===== config.mk =====
export PLATFORM = sky130hd
export DESIGN_NAME = trc_device_flat
export DESIGN_NICKNAME = d
export VERILOG_FILES = /design/src/trc_pkg.sv /design/src/trc_if.sv /design/src/trc_device.sv /design/src/flat_wrapper.sv
export SDC_FILE = /design/constraint.sdc
export NUM_CORES = 1
export LEC_CHECK = 0
export BUFFER_PORTS_ARGS = -buffer_cell sky130_fd_sc_hd__buf_2
export CAP_MARGIN = 40
export CORE_MARGIN = 2
export CORE_UTILIZATION = 54
export DETAILED_ROUTE_END_ITERATION = 10
export MAX_ROUTING_LAYER = met4
export PLACE_DENSITY = 0.76
export SLEW_MARGIN = 20
export SYNTH_ARGS = -nofsm -noshare
export SYNTH_HDL_FRONTEND = slang
export SYNTH_SLANG_ARGS = --single-unit

===== constraint.sdc =====
create_clock -name clk_sys -period 2.84 [get_ports clk_sys]
set_input_delay 0.568 -clock clk_sys [delete_from_list [all_inputs] [get_ports clk_sys]]
set_output_delay 0.568 -clock clk_sys [all_outputs]
set_load 0.1 [all_outputs]

===== src/trc_pkg.sv =====
// shared constants and types for the transceiver reset control link
package trc_pkg;
	localparam int unsigned CLK_HZ = 40000000;
	// least hardware reset pulse, ns, rounded up to whole cycles
	localparam int unsigned HW_RST_MIN_NS = 1000;
	localparam int unsigned HW_RST_MIN_CYC = (HW_RST_MIN_NS * (CLK_HZ / 1000000) + 999) / 1000;
	// recovery after reset release, us
	localparam int unsigned READY_US = 1000;
	localparam int unsigned READY_CYC = READY_US * (CLK_HZ / 1000000);
	// longest power-on reset, ms
	localparam int unsigned POR_MS = 150;
	localparam int unsigned POR_CYC = POR_MS * (CLK_HZ / 1000);
	localparam logic [15:0] CMD_SW_RESET = 16'hfe00;
	// fifo and reset-mode command: upper byte selects it, bit 0 picks normal mode
	localparam logic [7:0] CMD_FIFO_RST_HI = 8'hca;
	localparam int unsigned FIFO_RST_MODE_BIT = 0;
	// afc command: upper byte selects it, bit 0 enables afc
	localparam logic [7:0] CMD_AFC_HI = 8'hc4;
	localparam int unsigned AFC_EN_BIT = 0;
	// status read command
	localparam logic [15:0] CMD_STATUS = 16'h0000;
	localparam int unsigned AFC_OFFS_W = 7;
	localparam logic [7:0] AFC_CTRL_RST = 8'hf7;
	localparam int unsigned CNT_W = 23;
	typedef enum logic [2:0] {
		TRC_RST  = 3'b001,
		TRC_WAIT = 3'b010,
		TRC_RUN  = 3'b100
	} trc_state_t;
endpackage


===== src/trc_if.sv =====
// link between host and transceiver reset control
`timescale 1ns/1ps
interface trc_if;
	logic        hw_reset_in_n;
	logic        cmd_valid;
	logic [15:0] cmd_data;
	logic        cmd_ready;
	logic        rsp_valid;
	logic [15:0] rsp_data;
	modport dev  (input hw_reset_in_n, input cmd_valid, input cmd_data,
		output cmd_ready, output rsp_valid, output rsp_data);
	modport host (output hw_reset_in_n, output cmd_valid, output cmd_data,
		input cmd_ready, input rsp_valid, input rsp_data);
endinterface


===== src/trc_device.sv =====
// device end: reset sequencing, reset mode, afc status report
//
// How it works
// RULE1: after reset, glitch detection on, sensitive mode
// RULE2: normal mode disables glitch-triggered resets
// RULE3: fifo/reset command bit0 selects normal mode
// RULE4: every reset reloads power-on register values
// RULE5: reset pin low at least 1us resets
// RULE6: ready 1ms after reset pin released
// RULE7: command FE00h triggers software reset
// RULE8: software reset behaves like power-on reset
// RULE9: host avoids soft reset when pins share
// RULE10: status read returns measured afc offset
// RULE11: host clears afc enable before status read
// RULE12: commands ignored during power-on reset, 150ms
// RULE13: internal reset held while pin low
`timescale 1ns/1ps
module trc_device #(
	parameter int unsigned POR_CYCLES   = trc_pkg::POR_CYC,
	parameter int unsigned READY_CYCLES = trc_pkg::READY_CYC
) (
	input  wire logic                              clk_sys,
	input  wire logic                              nrst,
	trc_if.dev                                     lnk,
	input  wire logic                              vdd_glitch,
	input  wire logic [trc_pkg::AFC_OFFS_W-1:0]    afc_offset,
	output logic                                   glitch_det_en,
	output logic                                   afc_en,
	output logic                                   dev_ready,
	output logic                                   reset_active
);
	import trc_pkg::*;

	// synchronised copies of the two inputs from outside this clock
	logic [2:0]             pin_sync_ff;
	logic                   pin_ff;
	logic [2:0]             glitch_sync_ff;
	logic                   glitch_ff;
	// sequencer
	trc_state_t             state_ff;
	logic [CNT_W-1:0]       cnt_ff;
	logic                   por_done_ff;
	// state the host can change by command
	logic                   normal_mode_ff;
	logic [7:0]             afc_ctrl_ff;
	// answer path
	logic                   rsp_valid_ff;
	logic [15:0]            rsp_data_ff;
	// decoded this cycle
	logic                   cmd_take;
	logic                   sw_reset;
	logic                   glitch_reset;
	logic                   wait_done;

	// true when a word carries the given command high byte
	function automatic logic cmd_sel(input logic [15:0] word, input logic [7:0] hi);
		return word[15:8] == hi;
	endfunction

	// status read is a full-word match
	function automatic logic is_status(input logic [15:0] word);
		return word == CMD_STATUS;
	endfunction

	// terminal count of a recovery wait of the given length
	function automatic logic cnt_end(input logic [CNT_W-1:0] cnt, input int unsigned len);
		return cnt == CNT_W'(len - 1);
	endfunction

	// pin crosses in from the host: three stages, change counts when last two agree
	// resets to low so the core stays held until the host lets go
	always_ff @(posedge clk_sys or negedge nrst) begin
		if (!nrst) begin
			pin_sync_ff <= 3'h0;
			pin_ff      <= 1'b0;
		end else begin
			pin_sync_ff <= {pin_sync_ff[1:0], lnk.hw_reset_in_n};
			if (pin_sync_ff[1] == pin_sync_ff[2])
				pin_ff <= pin_sync_ff[2];
		end
	end

	// supply glitch flag comes from the analog monitor, outside this clock
	// single-cycle spikes are filtered; the monitor must hold it two cycles or more
	always_ff @(posedge clk_sys or negedge nrst) begin
		if (!nrst) begin
			glitch_sync_ff <= 3'h0;
			glitch_ff      <= 1'b0;
		end else begin
			glitch_sync_ff <= {glitch_sync_ff[1:0], vdd_glitch};
			if (glitch_sync_ff[1] == glitch_sync_ff[2])
				glitch_ff <= glitch_sync_ff[2];
		end
	end

	assign cmd_take     = lnk.cmd_valid && lnk.cmd_ready;
	assign sw_reset     = cmd_take && (lnk.cmd_data == CMD_SW_RESET); // see RULE7
	// glitch resets only reach the core in sensitive mode
	assign glitch_reset = glitch_ff && !normal_mode_ff; // see RULE2
	// the first release after power-up, and any soft reset, waits the long time
	assign wait_done    = por_done_ff ? cnt_end(cnt_ff, READY_CYCLES) // see RULE6
	                                  : cnt_end(cnt_ff, POR_CYCLES);  // see RULE12

	// reset sequencer: hold while the pin is low, then wait out the recovery
	always_ff @(posedge clk_sys or negedge nrst) begin
		if (!nrst) begin
			state_ff <= TRC_RST;
		end else begin
			case (state_ff)
				TRC_RST: begin
					if (pin_ff) // see RULE13
						state_ff <= TRC_WAIT;
				end
				TRC_WAIT: begin
					// a new reset source during the wait starts it over
					if (!pin_ff || glitch_reset) // see RULE5
						state_ff <= TRC_RST;
					else if (wait_done)
						state_ff <= TRC_RUN; // see RULE6
				end
				TRC_RUN: begin
					// soft reset drops to the same hold state as the pin
					if (!pin_ff || glitch_reset || sw_reset) // see RULE8
						state_ff <= TRC_RST;
				end
				// an illegal code falls back to hold
				default: state_ff <= TRC_RST;
			endcase
		end
	end

	// recovery counter: cleared outside the wait, counts up to the terminal value
	// wide enough for the long power-on wait at the full clock rate
	always_ff @(posedge clk_sys or negedge nrst) begin
		if (!nrst) begin
			cnt_ff <= '0;
		end else if (state_ff != TRC_WAIT) begin
			cnt_ff <= '0;
		end else if (!wait_done) begin
			cnt_ff <= cnt_ff + 1'b1;
		end
	end

	// power-on flag: set when the long wait ends, cleared by a soft reset
	// pin and glitch resets keep it, so those recover in the short time
	always_ff @(posedge clk_sys or negedge nrst) begin
		if (!nrst) begin
			por_done_ff <= 1'b0;
		end else if (sw_reset) begin
			por_done_ff <= 1'b0; // see RULE8
		end else if (state_ff == TRC_WAIT && pin_ff && !glitch_reset && wait_done) begin
			por_done_ff <= 1'b1; // see RULE12
		end
	end

	// reset mode: every reset reloads sensitive, only the fifo/reset command leaves it
	always_ff @(posedge clk_sys or negedge nrst) begin
		if (!nrst) begin
			normal_mode_ff <= 1'b0; // see RULE1
		end else if (state_ff != TRC_RUN) begin
			normal_mode_ff <= 1'b0; // see RULE4
		end else if (cmd_take && cmd_sel(lnk.cmd_data, CMD_FIFO_RST_HI)) begin
			if (lnk.cmd_data[FIFO_RST_MODE_BIT])
				normal_mode_ff <= 1'b1; // see RULE3
		end
	end

	// afc control byte: power-on value on any reset, rewritten whole by the afc command
	always_ff @(posedge clk_sys or negedge nrst) begin
		if (!nrst) begin
			afc_ctrl_ff <= AFC_CTRL_RST;
		end else if (state_ff != TRC_RUN) begin
			afc_ctrl_ff <= AFC_CTRL_RST; // see RULE4
		end else if (cmd_take && cmd_sel(lnk.cmd_data, CMD_AFC_HI)) begin
			afc_ctrl_ff <= lnk.cmd_data[7:0];
		end
	end

	// status answer: one-cycle pulse the cycle after a taken status command
	always_ff @(posedge clk_sys or negedge nrst) begin
		if (!nrst) begin
			rsp_valid_ff <= 1'b0;
		end else begin
			rsp_valid_ff <= cmd_take && is_status(lnk.cmd_data); // see RULE10
		end
	end

	// offset captured at the take and held until the next status read
	// a host that froze the afc first therefore reads a settled value
	always_ff @(posedge clk_sys or negedge nrst) begin
		if (!nrst) begin
			rsp_data_ff <= 16'h0000;
		end else if (cmd_take && is_status(lnk.cmd_data)) begin
			rsp_data_ff <= {{(16 - AFC_OFFS_W){1'b0}}, afc_offset}; // see RULE10
		end
	end

	// link side: commands refused outside run; host sees ready low
	assign lnk.cmd_ready = (state_ff == TRC_RUN); // see RULE12
	assign lnk.rsp_valid = rsp_valid_ff;
	assign lnk.rsp_data  = rsp_data_ff;

	// status for the rest of the chip; glitch detection is live in sensitive mode
	assign glitch_det_en = !normal_mode_ff; // see RULE1
	assign afc_en        = afc_ctrl_ff[AFC_EN_BIT];
	assign dev_ready     = (state_ff == TRC_RUN);
	assign reset_active  = (state_ff == TRC_RST);
endmodule // trc_device


===== src/flat_wrapper.sv =====
// flat-port wrapper written by rule: the top's interface ports become plain ports
module trc_device_flat import trc_pkg::*;
#(
	parameter int unsigned POR_CYCLES   = trc_pkg::POR_CYC,
	parameter int unsigned READY_CYCLES = trc_pkg::READY_CYC
)
  (clk_sys, nrst, vdd_glitch, afc_offset, glitch_det_en, afc_en, dev_ready, reset_active, lnk_hw_reset_in_n, lnk_cmd_valid, lnk_cmd_data, lnk_cmd_ready, lnk_rsp_valid, lnk_rsp_data);
  trc_if lnk_i ();
  input  wire logic clk_sys;
  input  wire logic nrst;
  input  wire logic vdd_glitch;
  input  wire logic [trc_pkg::AFC_OFFS_W-1:0] afc_offset;
  output logic glitch_det_en;
  output logic afc_en;
  output logic dev_ready;
  output logic reset_active;
  input wire logic [$bits(lnk_i.hw_reset_in_n)-1:0] lnk_hw_reset_in_n;
  input wire logic [$bits(lnk_i.cmd_valid)-1:0] lnk_cmd_valid;
  input wire logic [$bits(lnk_i.cmd_data)-1:0] lnk_cmd_data;
  output wire logic [$bits(lnk_i.cmd_ready)-1:0] lnk_cmd_ready;
  output wire logic [$bits(lnk_i.rsp_valid)-1:0] lnk_rsp_valid;
  output wire logic [$bits(lnk_i.rsp_data)-1:0] lnk_rsp_data;
  assign lnk_i.hw_reset_in_n = lnk_hw_reset_in_n;
  assign lnk_i.cmd_valid = lnk_cmd_valid;
  assign lnk_i.cmd_data = lnk_cmd_data;
  assign lnk_cmd_ready = lnk_i.cmd_ready;
  assign lnk_rsp_valid = lnk_i.rsp_valid;
  assign lnk_rsp_data = lnk_i.rsp_data;
  trc_device #(.POR_CYCLES(POR_CYCLES), .READY_CYCLES(READY_CYCLES)) u_core (.clk_sys(clk_sys), .nrst(nrst), .lnk(lnk_i), .vdd_glitch(vdd_glitch), .afc_offset(afc_offset), .glitch_det_en(glitch_det_en), .afc_en(afc_en), .dev_ready(dev_ready), .reset_active(reset_active));
endmodule

==> results_tabular.tex <==
\begin{tabular}{lr}
\hline
Metric & Value \\
\hline
\multicolumn{2}{l}{\textbf{Setup path}} \\
\quad Start of the worst register-to-register path & u\_core.state\_ff[1] \\
\quad Required time of the worst setup path & 2270 ps \\
\quad Worst setup SP type & flip-flop \\
\quad Slowest cell on the critical path & sky130\_fd\_sc\_hd\_\_or3b\_1 \\
\quad FF-to-FF setup slack & 640 ps \\
\quad Endpoint of the lowest-slack register-to-register path & u\_core.lnk.rsp\_data[4] \\
\quad Data arrival time at the worst-slack endpoint & 1750 ps \\
\quad Peak per-stage delay on the critical path & 460 ps \\
\quad Depth of the most critical reg-to-reg path & 4 \\
\quad Critical path endpoint category & primary output \\
\quad Cells along the critical path & or3b\_1, inv\_1, buf\_2 \\
\quad Class of the most critical setup path & flip-flop to primary output \\
\quad Max FO, Critical Path & 4 \\
\multicolumn{2}{l}{\textbf{Floorplan}} \\
\quad IO Pins & 50 \\
\quad \# rows & 24 \\
\quad Core Region & 0.00429 mm\^{}2 \\
\quad X dimension of the die & 70.2 um \\
\quad Area enclosed by the die boundary & 0.00493 mm\^{}2 \\
\quad Die Height & 70.2 um \\
\quad Starting utilization of the core area & 0.552 \\
\multicolumn{2}{l}{\textbf{Synth}} \\
\quad Gate count of the mapped netlist & 232 \\
\quad Area fraction of the dominant cell type after synthesis & 0.454 \\
\quad Post-synthesis simple-gate area fraction & 0.269 \\
\quad Average cell area after synthesis & 10.2 um\^{}2 \\
\quad Cell area after synthesis & 0.00237 mm\^{}2 \\
\quad Share of synthesized area spent on multiplexers & 0.0486 \\
\quad Post-Synth XOR/XNOR Area & 0.0185 \\
\quad Number of flops mapped to enable cells by yosys & 0 \\
\quad Register area share after synthesis & 0.476 \\
\quad Yosys cell types & 52 \\
\quad Largest cells by area after synthesis & sky130\_fd\_sc\_hd\_\_dfrtp\_1 45\%, sky130\_fd\_sc\_hd\_\_mux2\_4 4.4\%, sky130\_fd\_sc\_hd\_\_nand3\_1 3.8\%, sky130\_fd\_sc\_hd\_\_buf\_4 3.2\%, sky130\_fd\_sc\_hd\_\_or3\_1 2.6\% \\
\quad Number of synthesized register bits & 45 \\
\quad Ys Warns & 0 \\
\quad Combinational family with the most area after synthesis & simple AND/OR/NAND/NOR gates \\
\quad Share of flip-flops with an asynchronous set or reset & 1.00 \\
\quad Fraction of the mapped netlist area in adder cells & 0.0137 \\
\quad Compound-gate portion of the synthesized area & 0.118 \\
\quad Dominant synthesized flop cell & sky130\_fd\_sc\_hd\_\_dfrtp\_1 \\
\quad Leading area contributor after synthesis & sky130\_fd\_sc\_hd\_\_dfrtp\_1 \\
\multicolumn{2}{l}{\textbf{Clocking}} \\
\quad Post-CTS sizing & 0 \\
\quad Clock Root Buffer & sky130\_fd\_sc\_hd\_\_clkbuf\_8 \\
\quad Clock latency of the later-clocked register in the worst-skew pair & 300 ps \\
\quad Post-CTS Hold Fix Bufs & 0 \\
\quad CTS sink cnt & 45 \\
\quad Maximum buffer depth of the clock tree & 2 \\
\quad Clock Pin Slew Worst Setup and Hold Paths & 80 ps \\
\quad H-tree levels & 2 \\
\quad Clock tree from TritonCTS & yes \\
\quad Number of buffers created by CTS & 5 \\
\quad Post-CTS Setup Repair Bufs & 0 \\
\multicolumn{2}{l}{\textbf{Final layout}} \\
\quad Diodes inserted & 0 \\
\quad FF+latch area & 0.00113 mm\^{}2 \\
\quad Total area of multi-input combinational cells & 0.00115 mm\^{}2 \\
\quad Number of inserted filler cells in the final layout & 348 \\
\quad Fraction of layout instances using a drive strength above 1 & 0.245 \\
\quad Area delta synth->final & 13.4\% \\
\quad Number of nets at the end of the flow & 302 \\
\quad Non-filler cells, final & 326 \\
\multicolumn{2}{l}{\textbf{Routing}} \\
\quad Detailed router's first-iteration violation count & 88 \\
\quad DRC viols & 0 \\
\quad Wire length on met3 & 264 um \\
\quad Highest routed metal layer & met4 \\
\quad Per-cell routed wire length & 14.0 um \\
\quad Total via count in the routed design & 1880 \\
\quad Detailed-route wire length & 4570 um \\
\quad Ratio of routed vias to standard cells & 5.77 \\
\quad Final ANT Viol Nets & 0 \\
\quad Met1 wire length & 2190 um \\
\quad Drt pass-1 iters & 4 \\
\quad Met2 wire length & 2020 um \\
\multicolumn{2}{l}{\textbf{Timing}} \\
\quad Peak Freq & 0.431 GHz \\
\quad RSZ-0062 raised after global routing & false \\
\quad Final hold violations & 0 \\
\quad Final sum of negative setup slack & 0 ps \\
\quad Final Max Tran Viols & 0 \\
\quad Setup violations, final & 0 \\
\quad Final worst path period share & 0.817 \\
\quad Maximum clock skew at final layout & 7.78 ps \\
\quad Post-route minimum period & 2320 ps \\
\multicolumn{2}{l}{\textbf{Global routing}} \\
\quad Maximum number of pins on one net before global-route repair & 31 \\
\quad GR Util All Layers & 0.212 \\
\quad GR Overflow Total & 0 \\
\quad First-pass GRT wire length & 8110 um \\
\quad Antenna violations before repair & 0 \\
\quad Vias in the first global route & 1834 \\
\multicolumn{2}{l}{\textbf{Outcome}} \\
\quad Result of the run & finished, final reports clean \\
\multicolumn{2}{l}{\textbf{Placement}} \\
\quad Port Buffers & 40 \\
\quad Routability congestion estimate & 0.808 \\
\quad Post-placement cell count & 318 \\
\quad Detailed placer's ending HPWL & 3290 um \\
\multicolumn{2}{l}{\textbf{Power and ir drop}} \\
\quad Pwr/cell area & 479 mW/mm\^{}2 \\
\quad Total leakage power & 1.17 nW \\
\quad Largest vdd supply drop & 374 uV \\
\multicolumn{2}{l}{\textbf{Flow run}} \\
\quad Max-cap violation count & 0 \\
\multicolumn{2}{l}{\textbf{Min path}} \\
\quad Min-delay worst type & input port to asynchronous set/reset pin \\
\hline
\end{tabular}
-- synthesized netlist by cell type, drive strengths merged (7+ instances only) --
| library cell | instances |
|---|---|
| a21oi | 12 |
| buf | 11 |
| dfrtp | 43 |
| inv | 8 |
| mux2 | 7 |
| nand2 | 16 |
| nand3 | 18 |
| nor2 | 8 |
| nor4 | 8 |
| or3 | 11 |
| or4 | 8 |
-- where the power goes --
part | switching [mW] | leakage [nW] | internal, mW | total, mW
logic | 0.169 | 0.534 | 0.0517 | 0.220
registers | 0.0156 | 0.597 | 0.662 | 0.678
clock network | 0.214 | 0.0374 | 0.173 | 0.388
-- cells by family (layout without fill, tap and decap cells) --
family	count (synthesis)	after routing
other cells	1	9
compound gates	41	41
mux	8	8
flops	45	45
fa+ha+maj	3	3
buf+inv	24	58
xor+xnor	5	5
simple gates	105	105
-- metrics by stage --
step           utilization  power (mW)  hold slack (ps)  setup WS (ps)  cell area, um^2
5_1_grt              0.626        1.34              213            450             2690
6_report             0.626        1.29              189            521             2690
2_1_floorplan            -       0.860              272            399             2400
4_1_cts              0.626        1.30              200            515             2690
3_5_place_dp         0.605       0.911              336            386             2600
3_3_place_gp         0.601       0.905              336            401             2580
-- state kept, by name, indices dropped and copies added, names as in the netlist, 3 cells and up --
| register | flops |
|---|---|
| u_core.state_ff | 3 |
| u_core.lnk.rsp_data | 7 |
| u_core.glitch_sync_ff | 3 |
| u_core.cnt_ff | 23 |
| u_core.pin_sync_ff | 3 |
-- worst max-delay path: cells and delay by family (launching register included) --
kind                   cells  cell delay, ps
buffers and inverters      2             580
flip-flops                 1             420
AND/OR/NAND/NOR            1             460
-- per-layer routing --
metal  GRT usage  vias to the layer above
met5           -                        -
met1       0.278                      875
met3      0.0519                        5
met4       0.100                        0
met2       0.311                       57
li1            -                      943
-- final cells by class --
cell class / count / area share
clock buffers: 6 / 0.0270
flip-flops and latches: 45 / 0.420
clock inverters: 2 / 0.00559
inverters: 8 / 0.0112
multi-input cells: 171 / 0.427
well taps: 52 / 0.0242
repair buffers: 42 / 0.0848
-- cells in the final DEF, fill, tap and decap left out, drive strengths merged, types with 2 or more instances in the layout --
cell / instances
conb: 9
o31ai: 6
or4b: 2
o211ai: 3
nor3: 6
nor2: 8
inv: 8
buf: 42
or3: 11
nand3: 18
nand4: 6
clkinvlp: 2
or4: 8
a21oi: 12
mux2: 7
nor4bb: 2
xnor2: 5
nand2: 16
or3b: 2
nor4: 8
o21ai: 6
maj3: 2
dfrtp: 43
nand2b: 4
dfstp: 2
o22ai: 2
nor3b: 2
clkbuf: 6
and2: 2
and3: 6
nand4b: 2
-- how the worst max path moves through the flow --
stage,start,slack [ps],depth (start not counted),to
6_report,u_core.state_ff[1],520,3,dev_ready
5_1_grt,u_core.state_ff[1],450,3,dev_ready
4_1_cts,u_core.state_ff[1],520,3,dev_ready
3_5_place_dp,lnk_cmd_data[9],390,5,u_core.lnk.rsp_data[4]
3_3_place_gp,lnk_cmd_data[9],400,5,u_core.lnk.rsp_data[3]
2_1_floorplan,u_core.state_ff[1],400,3,lnk_cmd_ready
(Power assumes the default switching activity.)
